$ cat src/dds_core_pkg.sv
// package for the synthesizer core: register map, field layout, reset values, state types
// assumes an apb slave with 32-bit data; register indexes are word indexes
package dds_core_pkg;
  // register indexes, byte address is four times the index
  localparam logic [13:0] IDX_FINE_DIV = 14'h0023;
  localparam logic [13:0] IDX_PLL_CTL = 14'h0100;
  localparam logic [13:0] IDX_FINE_GAIN = 14'h0404;
  localparam logic [13:0] IDX_SCALE_LO = 14'h040B;
  localparam logic [13:0] IDX_SCALE_HI = 14'h040C;
  localparam logic [13:0] IDX_TUNE_LO = 14'h0010;
  localparam logic [13:0] IDX_TUNE_HI = 14'h0011;
  localparam logic [13:0] IDX_PHASE_OFS = 14'h0012;
  localparam logic [13:0] IDX_COARSE_GAIN = 14'h0013;
  localparam logic [13:0] IDX_STATUS = 14'h0014;
  // pll control bit positions
  localparam int CTL_CLOSE = 0;
  localparam int CTL_HOLD_MAN = 1;
  localparam int CTL_HOLD_AUTO = 2;
  localparam int CTL_EST_SRC = 3;
  // reset values
  localparam logic [3:0] RST_FINE_DIV = 4'h5;
  localparam logic [7:0] RST_FINE_GAIN = 8'hC8;
  localparam logic [9:0] RST_SCALE = 10'h000;
  localparam logic [7:0] RST_PLL_CTL = 8'h00;
  localparam logic [8:0] RST_COARSE_GAIN = 9'h000;
  // coarse counter saturation (over 262 us at 1 GHz)
  localparam logic [17:0] COARSE_MAX = 18'h3FFFF;

  typedef enum logic [1:0] {PD_IDLE, PD_REF_LEAD, PD_FB_LEAD} pd_state_t;
  typedef enum logic [1:0] {MODE_TONE, MODE_HOLD, MODE_CLOSED} syn_mode_t;

  // apb request carrier
  typedef struct packed {
    logic sel;
    logic enable;
    logic write;
    logic [15:0] addr;
    logic [31:0] wdata;
  } apb_req_t;

  // complete block state
  typedef struct packed {
    logic [47:0] acc;
    logic [13:0] sine_phase;
    logic [47:0] tuning_step_word;
    logic [47:0] stored_tuning_word;
    logic [47:0] hold_word;
    logic [13:0] phase_ofs;
    logic [7:0] pll_ctl;
    logic [3:0] fine_detector_divider;
    logic [7:0] fine_detector_gain;
    logic [9:0] dac_current_scale;
    logic [2:0] coarse_gain_exponent;
    logic [5:0] coarse_gain_multiplier;
    syn_mode_t mode;
    logic locked_once;
    pd_state_t pd;
    logic [17:0] coarse_cnt;
    logic signed [18:0] coarse_meas;
    logic [5:0] tick_cnt;
    logic fine_tick;
    logic signed [31:0] phase_err;
    logic [31:0] prdata;
    logic pready;
    logic pslverr;
  } core_state_t;
endpackage

$ cat src/dds_core_phase_detector.sv
// synthesizer core: phase accumulator, mode selection, converter scale and phase detector
// assumes apb master on mclk, edge pulses and fine results synchronous to mclk
//
// Summary of operation
// [RL1] 48-bit tuning step added to accumulator each cycle
// [RL2] accumulator wraps modulo 2^48, keeps remainder
// [RL3] 14-bit phase offset shifts output phase
// [RL4] control bit 0 at 0x0100 closes loop
// [RL5] single tone uses stored word, ignores references
// [RL6] software alone selects single tone mode; with bit 0 clear, auto holdover also falls back to it when ref_lost clears
// [RL7] single tone drops tuning word lsb
// [RL8] estimator may supply tuning and phase words
// [RL9] holdover replays word recorded while loop closed
// [RL10] holdover entry automatic or manual by register
// [RL11] closed loop takes loop filter word continuously
// [RL12] closed loop ignores programmed phase offset
// [RL13] 10-bit converter scale across 0x040B/0x040C
// [RL14] coarse detector counts clock cycles between edges
// [RL15] coarse gain is 2^(exp+6) times multiplier
// [RL16] fine sample rate is clock over 4*divider
// [RL17] fine gain 8-bit at 0x0404, default 200
// [RL18] software matches coarse gain to fine gain
// [RL19] fine result used unless over/underflow, else coarse
// [RL20] offset added to top 14 phase bits
//
// The APB interface to the registers was decided locally.
`timescale 1ns/1ps
`default_nettype none
module dds_core_phase_detector (
  // clock and reset
  input wire logic mclk,
  input wire logic rst,
  // apb slave
  input wire logic psel,
  input wire logic penable,
  input wire logic pwrite,
  input wire logic [15:0] paddr,
  input wire logic [31:0] pwdata,
  output logic [31:0] prdata,
  output logic pready,
  output logic pslverr,
  // frequency estimator and loop filter words
  input wire logic [47:0] est_tuning_word,
  input wire logic [13:0] est_phase_word,
  input wire logic [47:0] loop_tuning_word,
  input wire logic ref_lost,
  // detector inputs
  input wire logic ref_edge,
  input wire logic fb_edge,
  input wire logic signed [15:0] fine_meas,
  input wire logic fine_over,
  input wire logic fine_under,
  // outputs to sine lookup, converter and loop filter
  output logic [13:0] sine_phase,
  output logic [9:0] dac_current_scale,
  output logic signed [31:0] phase_err,
  output logic fine_tick
);
  dds_core_pkg::core_state_t s;
  dds_core_pkg::core_state_t next_s;
  dds_core_pkg::apb_req_t req;
  logic [13:0] idx;
  logic wr_go;
  logic rd_go;
  logic mapped;
  logic [31:0] rd_val;
  logic hold_req;
  logic [47:0] step;
  logic [13:0] ofs;
  logic [5:0] tick_len;
  logic signed [31:0] coarse_scaled;
  logic signed [31:0] fine_scaled;

  // bus request bundle and decode
  assign req = '{sel: psel, enable: penable, write: pwrite, addr: paddr, wdata: pwdata};
  assign idx = req.addr[15:2];
  assign wr_go = req.sel & req.enable & s.pready & req.write;
  assign rd_go = req.sel & req.enable & ~s.pready & ~req.write;
  assign mapped = (idx == dds_core_pkg::IDX_FINE_DIV) | (idx == dds_core_pkg::IDX_PLL_CTL) |
                  (idx == dds_core_pkg::IDX_FINE_GAIN) | (idx == dds_core_pkg::IDX_SCALE_LO) |
                  (idx == dds_core_pkg::IDX_SCALE_HI) | (idx == dds_core_pkg::IDX_TUNE_LO) |
                  (idx == dds_core_pkg::IDX_TUNE_HI) | (idx == dds_core_pkg::IDX_PHASE_OFS) |
                  (idx == dds_core_pkg::IDX_COARSE_GAIN) | (idx == dds_core_pkg::IDX_STATUS);

  // read multiplexer
  always_comb begin
    case (idx)
      dds_core_pkg::IDX_FINE_DIV: rd_val = {28'h0000000, s.fine_detector_divider};
      dds_core_pkg::IDX_PLL_CTL: rd_val = {24'h000000, s.pll_ctl};
      dds_core_pkg::IDX_FINE_GAIN: rd_val = {24'h000000, s.fine_detector_gain};
      dds_core_pkg::IDX_SCALE_LO: rd_val = {24'h000000, s.dac_current_scale[7:0]};
      dds_core_pkg::IDX_SCALE_HI: rd_val = {30'h00000000, s.dac_current_scale[9:8]};
      dds_core_pkg::IDX_TUNE_LO: rd_val = s.stored_tuning_word[31:0];
      dds_core_pkg::IDX_TUNE_HI: rd_val = {16'h0000, s.stored_tuning_word[47:32]};
      dds_core_pkg::IDX_PHASE_OFS: rd_val = {18'h00000, s.phase_ofs};
      dds_core_pkg::IDX_COARSE_GAIN: rd_val = {23'h000000, s.coarse_gain_exponent, s.coarse_gain_multiplier};
      dds_core_pkg::IDX_STATUS: rd_val = {28'h0000000, s.pd, s.locked_once, s.mode == dds_core_pkg::MODE_HOLD};
      default: rd_val = 32'h00000000;
    endcase
  end

  // mode-dependent step and offset selection
  always_comb begin
    hold_req = s.locked_once & ((s.pll_ctl[dds_core_pkg::CTL_HOLD_MAN]) |
               (s.pll_ctl[dds_core_pkg::CTL_HOLD_AUTO] & ref_lost)); // see [RL9] see [RL10]
    tick_len = {s.fine_detector_divider, 2'b00}; // see [RL16]
    case (s.mode)
      dds_core_pkg::MODE_CLOSED: begin
        step = loop_tuning_word; // see [RL11]
        ofs = 14'h0000; // see [RL12]
      end
      dds_core_pkg::MODE_HOLD: begin
        step = s.hold_word; // see [RL9]
        ofs = s.phase_ofs;
      end
      default: begin
        // single tone ignores both references
        if (s.pll_ctl[dds_core_pkg::CTL_EST_SRC]) begin
          step = {est_tuning_word[47:1], 1'b0}; // see [RL8] see [RL7]
          ofs = est_phase_word;
        end else begin
          step = {s.stored_tuning_word[47:1], 1'b0}; // see [RL5] see [RL7]
          ofs = s.phase_ofs; // see [RL3]
        end
      end
    endcase
  end

  // detector gain scaling
  always_comb begin
    // widen before multiplying so the product and shift keep their upper bits
    coarse_scaled = (32'(s.coarse_meas) * $signed({26'h0000000, s.coarse_gain_multiplier}))
                    <<< ({1'b0, s.coarse_gain_exponent} + 4'd6); // see [RL15]
    fine_scaled = 32'(fine_meas) * $signed({24'h000000, s.fine_detector_gain}); // see [RL17]
  end

  // next-state logic
  always_comb begin
    next_s = s;
    // accumulator wraps and keeps the excess
    next_s.acc = s.acc + s.tuning_step_word; // see [RL1] see [RL2]
    next_s.tuning_step_word = step;
    next_s.sine_phase = s.acc[47:34] + ofs; // see [RL20] see [RL3]
    // mode: hold request first, closed by control bit, else tone
    if (s.pll_ctl[dds_core_pkg::CTL_CLOSE] & ~hold_req) begin
      next_s.mode = dds_core_pkg::MODE_CLOSED; // see [RL4]
    end else if (hold_req) begin
      next_s.mode = dds_core_pkg::MODE_HOLD; // see [RL10]
    end else begin
      next_s.mode = dds_core_pkg::MODE_TONE; // see [RL6]
    end
    // record the loop word while closed
    if (s.mode == dds_core_pkg::MODE_CLOSED) begin
      next_s.hold_word = loop_tuning_word; // see [RL9]
      next_s.locked_once = 1'b1;
    end
    // three-state detector with cycle counter
    case (s.pd)
      dds_core_pkg::PD_IDLE: begin
        next_s.coarse_cnt = 18'h00001;
        if (ref_edge & fb_edge) begin
          next_s.coarse_meas = 19'sh00000;
        end else if (ref_edge) begin
          next_s.pd = dds_core_pkg::PD_REF_LEAD;
        end else if (fb_edge) begin
          next_s.pd = dds_core_pkg::PD_FB_LEAD;
        end
      end
      dds_core_pkg::PD_REF_LEAD: begin
        if (fb_edge) begin
          next_s.coarse_meas = $signed({1'b0, s.coarse_cnt}); // see [RL14]
          next_s.pd = dds_core_pkg::PD_IDLE;
        end else if (s.coarse_cnt != dds_core_pkg::COARSE_MAX) begin
          next_s.coarse_cnt = s.coarse_cnt + 18'h00001;
        end
      end
      dds_core_pkg::PD_FB_LEAD: begin
        if (ref_edge) begin
          next_s.coarse_meas = -$signed({1'b0, s.coarse_cnt}); // see [RL14]
          next_s.pd = dds_core_pkg::PD_IDLE;
        end else if (s.coarse_cnt != dds_core_pkg::COARSE_MAX) begin
          next_s.coarse_cnt = s.coarse_cnt + 18'h00001;
        end
      end
      default: next_s.pd = dds_core_pkg::PD_IDLE;
    endcase
    // fine sample tick every 4*divider cycles
    next_s.fine_tick = 1'b0;
    if (s.tick_cnt + 6'd1 >= tick_len) begin
      next_s.tick_cnt = 6'd0;
      next_s.fine_tick = 1'b1; // see [RL16]
      // fine result unless out of range
      next_s.phase_err = (fine_over | fine_under) ? coarse_scaled : fine_scaled; // see [RL19]
    end else begin
      next_s.tick_cnt = s.tick_cnt + 6'd1;
    end
    // apb: one wait state, answer in second access cycle
    next_s.pready = req.sel & req.enable & ~s.pready;
    next_s.pslverr = req.sel & req.enable & ~s.pready & ~mapped;
    if (rd_go) begin
      next_s.prdata = mapped ? rd_val : 32'h00000000;
    end
    if (wr_go) begin
      case (idx)
        dds_core_pkg::IDX_FINE_DIV: next_s.fine_detector_divider = req.wdata[3:0];
        dds_core_pkg::IDX_PLL_CTL: next_s.pll_ctl = req.wdata[7:0]; // see [RL4]
        dds_core_pkg::IDX_FINE_GAIN: next_s.fine_detector_gain = req.wdata[7:0];
        dds_core_pkg::IDX_SCALE_LO: next_s.dac_current_scale[7:0] = req.wdata[7:0]; // see [RL13]
        dds_core_pkg::IDX_SCALE_HI: next_s.dac_current_scale[9:8] = req.wdata[1:0]; // see [RL13]
        dds_core_pkg::IDX_TUNE_LO: next_s.stored_tuning_word[31:0] = req.wdata;
        dds_core_pkg::IDX_TUNE_HI: next_s.stored_tuning_word[47:32] = req.wdata[15:0];
        dds_core_pkg::IDX_PHASE_OFS: next_s.phase_ofs = req.wdata[13:0];
        dds_core_pkg::IDX_COARSE_GAIN: begin
          next_s.coarse_gain_exponent = req.wdata[8:6]; // see [RL15]
          next_s.coarse_gain_multiplier = req.wdata[5:0];
        end
        default: next_s.pll_ctl = s.pll_ctl;
      endcase
    end
  end

  // state register with synchronous reset
  always_ff @(posedge mclk) begin
    if (rst) begin
      s <= '0;
      s.mode <= dds_core_pkg::MODE_TONE;
      s.pd <= dds_core_pkg::PD_IDLE;
      s.pll_ctl <= dds_core_pkg::RST_PLL_CTL;
      s.fine_detector_divider <= dds_core_pkg::RST_FINE_DIV;
      s.fine_detector_gain <= dds_core_pkg::RST_FINE_GAIN;
      s.dac_current_scale <= dds_core_pkg::RST_SCALE;
      {s.coarse_gain_exponent, s.coarse_gain_multiplier} <= dds_core_pkg::RST_COARSE_GAIN;
    end else begin
      s <= next_s;
    end
  end

  // outputs straight from the state register
  assign prdata = s.prdata;
  assign pready = s.pready;
  assign pslverr = s.pslverr;
  assign sine_phase = s.sine_phase;
  assign dac_current_scale = s.dac_current_scale;
  assign phase_err = s.phase_err;
  assign fine_tick = s.fine_tick;

  // accumulator advances by the applied step
  a_acc_step: assert property (@(posedge mclk) disable iff (rst)
    ##1 s.acc == 48'($past(s.acc) + $past(s.tuning_step_word)))
    else $error("accumulator did not add step"); // see [RL1]
  // wrap keeps remainder
  a_acc_wrap: assert property (@(posedge mclk) disable iff (rst)
    ({1'b0, s.acc} + {1'b0, s.tuning_step_word}) > 49'h0FFFFFFFFFFFF |=> s.acc < $past(s.acc))
    else $error("accumulator wrap lost"); // see [RL2]
  // single tone lsb cleared
  a_tone_lsb: assert property (@(posedge mclk) disable iff (rst)
    s.mode == dds_core_pkg::MODE_TONE |=> !s.tuning_step_word[0])
    else $error("tone lsb not ignored"); // see [RL7]
  // closed loop follows loop filter
  a_closed_word: assert property (@(posedge mclk) disable iff (rst)
    s.mode == dds_core_pkg::MODE_CLOSED |=> s.tuning_step_word == $past(loop_tuning_word))
    else $error("closed loop word wrong"); // see [RL11]
  // closed loop has no phase offset
  a_closed_ofs: assert property (@(posedge mclk) disable iff (rst)
    s.mode == dds_core_pkg::MODE_CLOSED |=> s.sine_phase == $past(s.acc[47:34]))
    else $error("offset applied in closed loop"); // see [RL12]
  // holdover only after lock
  a_hold_valid: assert property (@(posedge mclk) disable iff (rst)
    s.mode == dds_core_pkg::MODE_HOLD |-> s.locked_once)
    else $error("holdover without prior lock"); // see [RL9]
  // control bit closes loop within one cycle
  a_close_bit: assert property (@(posedge mclk) disable iff (rst)
    s.pll_ctl[0] && !s.pll_ctl[1] && !s.pll_ctl[2] |=> s.mode == dds_core_pkg::MODE_CLOSED)
    else $error("loop did not close"); // see [RL4]
  // helper: cycles since the last fine tick, armed while the divider stays at 5
  logic [6:0] gap_cnt;
  logic gap_div_ok;
  always_ff @(posedge mclk) begin
    if (rst) begin
      gap_cnt <= 7'h00;
      gap_div_ok <= 1'b0;
    end else if (s.fine_tick) begin
      gap_cnt <= 7'h01;
      gap_div_ok <= (s.fine_detector_divider == 4'h5);
    end else begin
      gap_cnt <= (gap_cnt == 7'h7F) ? gap_cnt : gap_cnt + 7'h01;
      if (s.fine_detector_divider != 4'h5) begin
        gap_div_ok <= 1'b0;
      end
    end
  end
  // fine tick spacing equals four times divider, 20 cycles at divider 5
  a_tick_gap: assert property (@(posedge mclk) disable iff (rst)
    s.fine_tick && gap_div_ok && s.fine_detector_divider == 4'h5 |-> gap_cnt == 7'h14)
    else $error("fine tick spacing wrong"); // see [RL16]
  // coarse substitution on overflow
  a_coarse_sub: assert property (@(posedge mclk) disable iff (rst)
    next_s.fine_tick && (fine_over || fine_under) |=> s.phase_err == $past(coarse_scaled))
    else $error("coarse not substituted"); // see [RL19]
endmodule
`default_nettype wire

$ cat config.mk
export PLATFORM = sky130hd
export DESIGN_NAME = dds_core_phase_detector
export DESIGN_NICKNAME = d
export VERILOG_FILES = /design/src/dds_core_pkg.sv /design/src/dds_core_phase_detector.sv
export SDC_FILE = /design/constraint.sdc
export NUM_CORES = 2
export LEC_CHECK = 0
export BUFFER_PORTS_ARGS = -buffer_cell sky130_fd_sc_hd__buf_2
export CAP_MARGIN = 20
export CORE_MARGIN = 2
export CORE_UTILIZATION = 67
export CTS_BUF_LIST = sky130_fd_sc_hd__clkbuf_4 sky130_fd_sc_hd__clkbuf_8
export DETAILED_ROUTE_END_ITERATION = 10
export GPL_TIMING_DRIVEN = 0
export PLACE_DENSITY = 0.92
export SLEW_MARGIN = 20
export SYNTH_ARGS = -nofsm -noshare
export SYNTH_HDL_FRONTEND = slang
export SYNTH_SLANG_ARGS = --single-unit
$ cat constraint.sdc
create_clock -name mclk -period 12.4 [get_ports mclk]
set_input_delay 1.24 -clock mclk [delete_from_list [all_inputs] [get_ports mclk]]
set_output_delay 1.24 -clock mclk [all_outputs]
set_load 0.005 [all_outputs]
* Yosys cells after proc, flatten, opt, wreduce, memory -nomap -nowiden
Index checks and enable logic that the tools add are counted. W data, S select, Z words.
Operators by class: shifts and indexed selects 1, divide/modulo/power cells 0, $lt $le $gt $ge 1, eq/ne operators 22, muxes and demuxes 23, $add $sub $neg 6, multipliers 2, bitwise gates (word level) 25, reduce and logical (&&, ||, !) cells 16
Operators with widths (number):
- $pmux W32 S10 | 1
- $pmux W37 S3 | 1
- $pmux W48 S2 | 1
- $eq A14 B5 Y1 const B | 5
- $mux W32 | 2
- $mux W19 | 3
- $mux W18 | 3
- $add A48 B48 Y48 | 1
- $mux W48 | 1
- $eq A14 B11 Y1 const B | 3
- $mux W33 | 1
- $sshl A26 B4 Y32 | 1
- $pmux W14 S2 | 1
- $mul A19 B7 Y26 | 1
- $mul A16 B9 Y25 | 1
- $neg A18 Y19 | 1
- $add A18 B1 Y18 const B | 1
- $ne A18 B18 Y1 const B | 1
- $reduce_and A2 Y1 | 9
- $add A14 B14 Y14 | 1
- $eq A14 B6 Y1 const B | 1
- $eq A14 B9 Y1 const B | 1
- $mux W14 | 1
- $mux W2 | 6
- other kinds (17) | 48
Word-level totals: register bits after elaboration 374, input bits 184, memories kept 0, bits in writable memories 0, bits in latches 0, ROM bits 0

* Depth between registers and ports, before layout
word-level depth 12, depth in mapped cells 23, gate-level depth less buffers 21

* Worst setup path before layout
Ideal clock, no wire load.
path type input to register, start point in fine_meas[15], end point reg s (netlist bit phase_err[28]), path slack 6.385 ns, data arrival time 5.919 ns, cell stages on the path 18, path buffers 1, library setup time 0.096 ns, cell sequence and2_1 > fa_1 > fa_1 > inv_1 > fa_1 > inv_1 > fa_1 > ha_1 > a21o_1 > a21oi_1 > o31ai_1 > a31o_2 > a21o_1 > a2111oi_0 > or2_2 > clkbuf_1 > nor2_1 > nor4b_1
Between the ends: word-level cells in the longest chain between the ends 2
Ends and longest elaborated chain:
- from (decl) | line dds_core_phase_detector.sv:50 | input wire logic signed [15:0] fine_meas,
- $mul A16 B9 Y25 | line dds_core_phase_detector.sv:134 | fine_scaled = 32'(fine_meas) * $signed({24'h000000, s.fine_detector_gain});
- $mux W32 | line dds_core_phase_detector.sv:193 | next_s.phase_err = (fine_over | fine_under) ? coarse_scaled : fine_scaled;
- to (signal assigned) | line dds_core_phase_detector.sv:234 | s <= next_s;
- to (decl) | line dds_core_phase_detector.sv:59 | dds_core_pkg::core_state_t s;
No other way between the ends. A chain may end at the register's enable or synchronous reset.

* Final worst setup path
start point reg s[136] in the netlist's numbering, end point reg s (netlist bit phase_err[26])
Between the ends: word-level cells in the longest chain between the ends 2
Ends and longest elaborated chain (line):
- $mul A16 B9 Y25 | dds_core_phase_detector.sv:134
- $mux W32 | dds_core_phase_detector.sv:193
No other way between the ends.

==> insert_results.sql <==
INSERT INTO impl_metrics (metric_group, metric, value, unit) VALUES
('clock_network', 'cts_max_level', '2', ''),
('sta', 'timing.slew.headroom', '26.1', '%'),
('drt', 'route.layer.met1.wl', '34.7', 'mm'),
('yosys', 'post_synth_inst_count', '3521', ''),
('clock_network', 'cts_hold_buf', '0', ''),
('floorplan', 'initial_core_utilization', '68.2', '%'),
('clock_network', 'cts_buffers', '60', ''),
('floorplan', 'dieArea', '45600', 'um^2'),
('sta', 'rsz0062_at_grt', 'no', ''),
('worst_setup_path', 'cp_cell_sequence', 'clkbuf_1 > clkbuf_1 > nand2_1 > fa_1 > inv_1 > fa_1 > inv_1 > fa_1 > fa_1 > inv_1 > ha_1 > o21a_1 > o31a_1 > o211ai_1 > a31oi_1 > a211oi_1 > a2111oi_0 > or2_2 > clkbuf_1 > nor2_1 > nor2_1 > and4_1', ''),
('final_layout', 'syn2layout_area_growth', '11.6', '%'),
('clock_network', 'clkSinkCount', '374', ''),
('floorplan', 'placementRows', '76', ''),
('yosys', 'mappedNetlistNets', '4065', ''),
('run', 'max-cap-violations', '0', ''),
('drt', 'met2_length', '40.7', 'mm'),
('worst_setup_path', 'worst_ep_arrival_time', '7.48', 'ns'),
('worst_setup_path', 'critical_path.startpoint_type', 'flip-flop', ''),
('drt', 'route.detailed.wl_per_inst', '20.6', 'um'),
('sta', 'setup_violations', '0', ''),
('pwr', 'leakagePower', '0.0148', 'uW'),
('drt', 'drt-initial-drc-count', '3445', ''),
('worst_setup_path', 'r2r_cells', '22', ''),
('drt', 'met3RoutedLength', '11.6', 'mm'),
('worst_setup_path', 'critPathMaxStageDelay', '0.88', 'ns'),
('worst_setup_path', 'regToRegEndpoint', 'phase_err[26]$_SDFFE_PP0P_', ''),
('pwr', 'peak_supply_drop', '0.102', 'mV'),
('final_layout', 'instances_no_fill', '4498', ''),
('sta', 'layout_worst_path_cycle_share', '55.7', '%'),
('drt', 'drcViolationCount', '1', ''),
('clock_network', 'postCtsSetupBuffers', '0', ''),
('floorplan', 'fp.dieH', '214', 'um'),
('global_routing', 'first_pass_grt_wire_length', '141', 'mm'),
('drt', 'ant_nets', '0', ''),
('worst_setup_path', 'critPathSlowestCell', 'a2111oi_0', ''),
('final_layout', 'final_nets', '4393', ''),
('status', 'outcome', 'complete, but fails checks', ''),
('drt', 'dr_total_vias', '28300', ''),
('drt', 'vias_per_cell', '6.28', ''),
('clock_network', 'tritoncts', 'built', ''),
('sta', 'totalNegativeSetupSlack', '0', 'ns'),
('final_layout', 'final_layout_size_suffix_gt1_share', '13.5', '%'),
('yosys', 'synth.area.top_cells', 'dfxtp_1 (25%), fa_1 (12%), ha_1 (7.5%)', ''),
('yosys', 'synth_area', '29400', 'um^2'),
('global_routing', 'globalRouteOverflowTotal', '0', ''),
('min_path', 'hold-path-endpoint', 's[216]$_SDFFE_PP0P_', ''),
('worst_setup_path', 'critical_path.max_fanout', '10', ''),
('min_path', 'hold_depth', '2', ''),
('floorplan', 'io_pins', '275', ''),
('floorplan', 'core-area', '43200', 'um^2'),
('clock_network', 'insertion_delay', '0.68', 'ns'),
('placement', 'detailedPlacementHpwl', '72.2', 'mm'),
('clock_network', 'clock_path_buffers', '3', ''),
('yosys', 'yosys.area.top_type_share', '25.4', '%'),
('min_path', 'timing.hold.worst.class', 'reg -> reg', ''),
('worst_setup_path', 'r2r_setup_slack', '5.50', 'ns'),
('yosys', 'synth-edff-count', '0', ''),
('status', 'violations_in_the_final_reports', 'design-rule violations', ''),
('yosys', 'ys_async_sr_fraction', '0', '%'),
('clock_network', 'cts_resized', '0', ''),
('drt', 'highest_layer', 'met5', ''),
('yosys', 'most_instantiated_flip_flop_cell_in_the_synthesis_netlist', 'dfxtp_1', ''),
('yosys', 'synth.yosys.seq_area_share', '25.4', '%'),
('worst_setup_path', 'worst_path_most_repeated_cell', 'fa_1', ''),
('drt', 'wirelength', '92.8', 'mm'),
('global_routing', 'grt_pass1_vias', '26500', ''),
('yosys', 'synth_seq_cells', '374', ''),
('sta', 'final.setup_skew', '0.0464', 'ns'),
('global_routing', 'antenna_found_initial', '23', ''),
('yosys', 'synth.top_cells.by_count', 'dfxtp_1 (374), nand2_1 (374), nor2_1 (317)', ''),
('pwr', 'power-per-cell-area', '85.6', 'nW/um^2');
## kinds of logic after synthesis
| group | synth area share, % |
|---|---|
| adders and majority gates | 20.0 |
| xor gates and xnor gates | 3.24 |
| and+or+nand+nor | 18.6 |
| muxes | 6.26 |
| DFF | 25.4 |
| buffers and inverters | 9.04 |
| AOI/OAI and AO/OA | 17.4 |
## per-layer routing
metal  track usage, %  vias to the layer above
li1                 -                    12700
met1             51.8                    13300
met2             60.7                     1825
met3             10.9                      423
met4             20.3                       16
met5                0                        -
## report_power, final
part / internal, uW / switching (uW) / total, uW
clock: 645 / 516 / 1160
combinational: 161 / 275 / 436
sequential: 1210 / 7.49 / 1210
## per-stage QoR
stage	setup slack [ns]	util, %	hold WS [ns]	power [uW]	cell area (um^2)
after floorplan	6.38	-	0.426	1510	29400
after global placement	5.47	72.9	0.441	1650	31500
after detailed placement	5.38	72.9	0.446	1660	31500
after CTS	5.68	75.9	0.455	2790	32800
after global routing	5.22	76.0	0.468	2890	32800
final	5.50	76.1	0.456	2810	32800
## sequential cells by signal (all words and copies together), names as in the netlist
signal / flops
pslverr: 1
phase_err: 32
prdata: 32
fine_tick: 1
dac_current_scale: 10
sine_phase: 14
s: 283
pready: 1
## cells in the final DEF (no fill, tap or decap), types with 11 or more instances in the layout
cell | synthesis | layout
o21a_1 | 21 | 21
inv_1 | 291 | 291
xnor2_1 | 60 | 60
clkbuf_1 | 181 | 181
nand3_1 | 72 | 72
nor4_1 | 14 | 14
buf_2 | 1 | 266
and2_1 | 186 | 186
nor2_1 | 317 | 317
clkbuf_8 | 7 | 79
a21o_1 | 59 | 59
a22oi_1 | 46 | 46
ha_1 | 177 | 177
a22o_1 | 15 | 15
nor2b_1 | 25 | 25
nand4_1 | 17 | 17
xor2_1 | 49 | 49
diode_2 | 0 | 21
o21ai_0 | 116 | 116
a221oi_1 | 62 | 62
and3_1 | 19 | 19
nor3_1 | 56 | 56
or3_1 | 26 | 26
buf_4 | 88 | 88
mux2i_1 | 130 | 130
nand2_1 | 374 | 374
mux2_2 | 12 | 12
o21bai_1 | 12 | 12
a211oi_1 | 75 | 75
mux4_2 | 18 | 18
dfxtp_1 | 374 | 374
a31oi_1 | 13 | 13
buf_1 | 11 | 11
nand2b_1 | 18 | 18
clkbuf_4 | 0 | 19
a21oi_1 | 225 | 225
fa_1 | 183 | 183
## how the worst max path moves through the flow
stage                              from  cells after the start  slack, ns                    endpoint
floorplan                 fine_meas[15]                     18       6.38  phase_err[28]$_SDFFE_PP0P_
global placement           fine_meas[5]                     20       5.47  phase_err[28]$_SDFFE_PP0P_
detailed placement        fine_meas[15]                     20       5.38  phase_err[28]$_SDFFE_PP0P_
CTS                 s[136]$_SDFFE_PP0P_                     21       5.68  phase_err[28]$_SDFFE_PP0P_
global route        s[136]$_SDFFE_PP0P_                     21       5.22  phase_err[28]$_SDFFE_PP0P_
finish              s[136]$_SDFFE_PP0P_                     22       5.50  phase_err[26]$_SDFFE_PP0P_
## final cells by class
| type | instances | area (um^2) | area share (%) |
|---|---|---|---|
| repair buffers | 266 | 1340 | 4.07 |
| flip-flops and latches | 374 | 7490 | 22.8 |
| well taps | 585 | 732 | 2.23 |
| inverters | 293 | 1100 | 3.35 |
| plain buffers | 294 | 1560 | 4.75 |
| clock buffers | 91 | 1130 | 3.45 |
| diodes | 21 | 52.6 | 0.160 |
| clock inverters | 14 | 163 | 0.495 |
| multi-input cells | 2560 | 19300 | 58.7 |
## critical path: cells and delay by family, from the launching register on
kind,cells,cell delay [ns]
AND/OR/NAND/NOR,5,0.80
buffers and inverters,6,1.20
flip-flops,1,0.30
adder cells (fa/ha/maj),5,2.41
AO/OA/AOI/OAI,6,2.05
No activity file was read; power rests on OpenSTA's default activity.
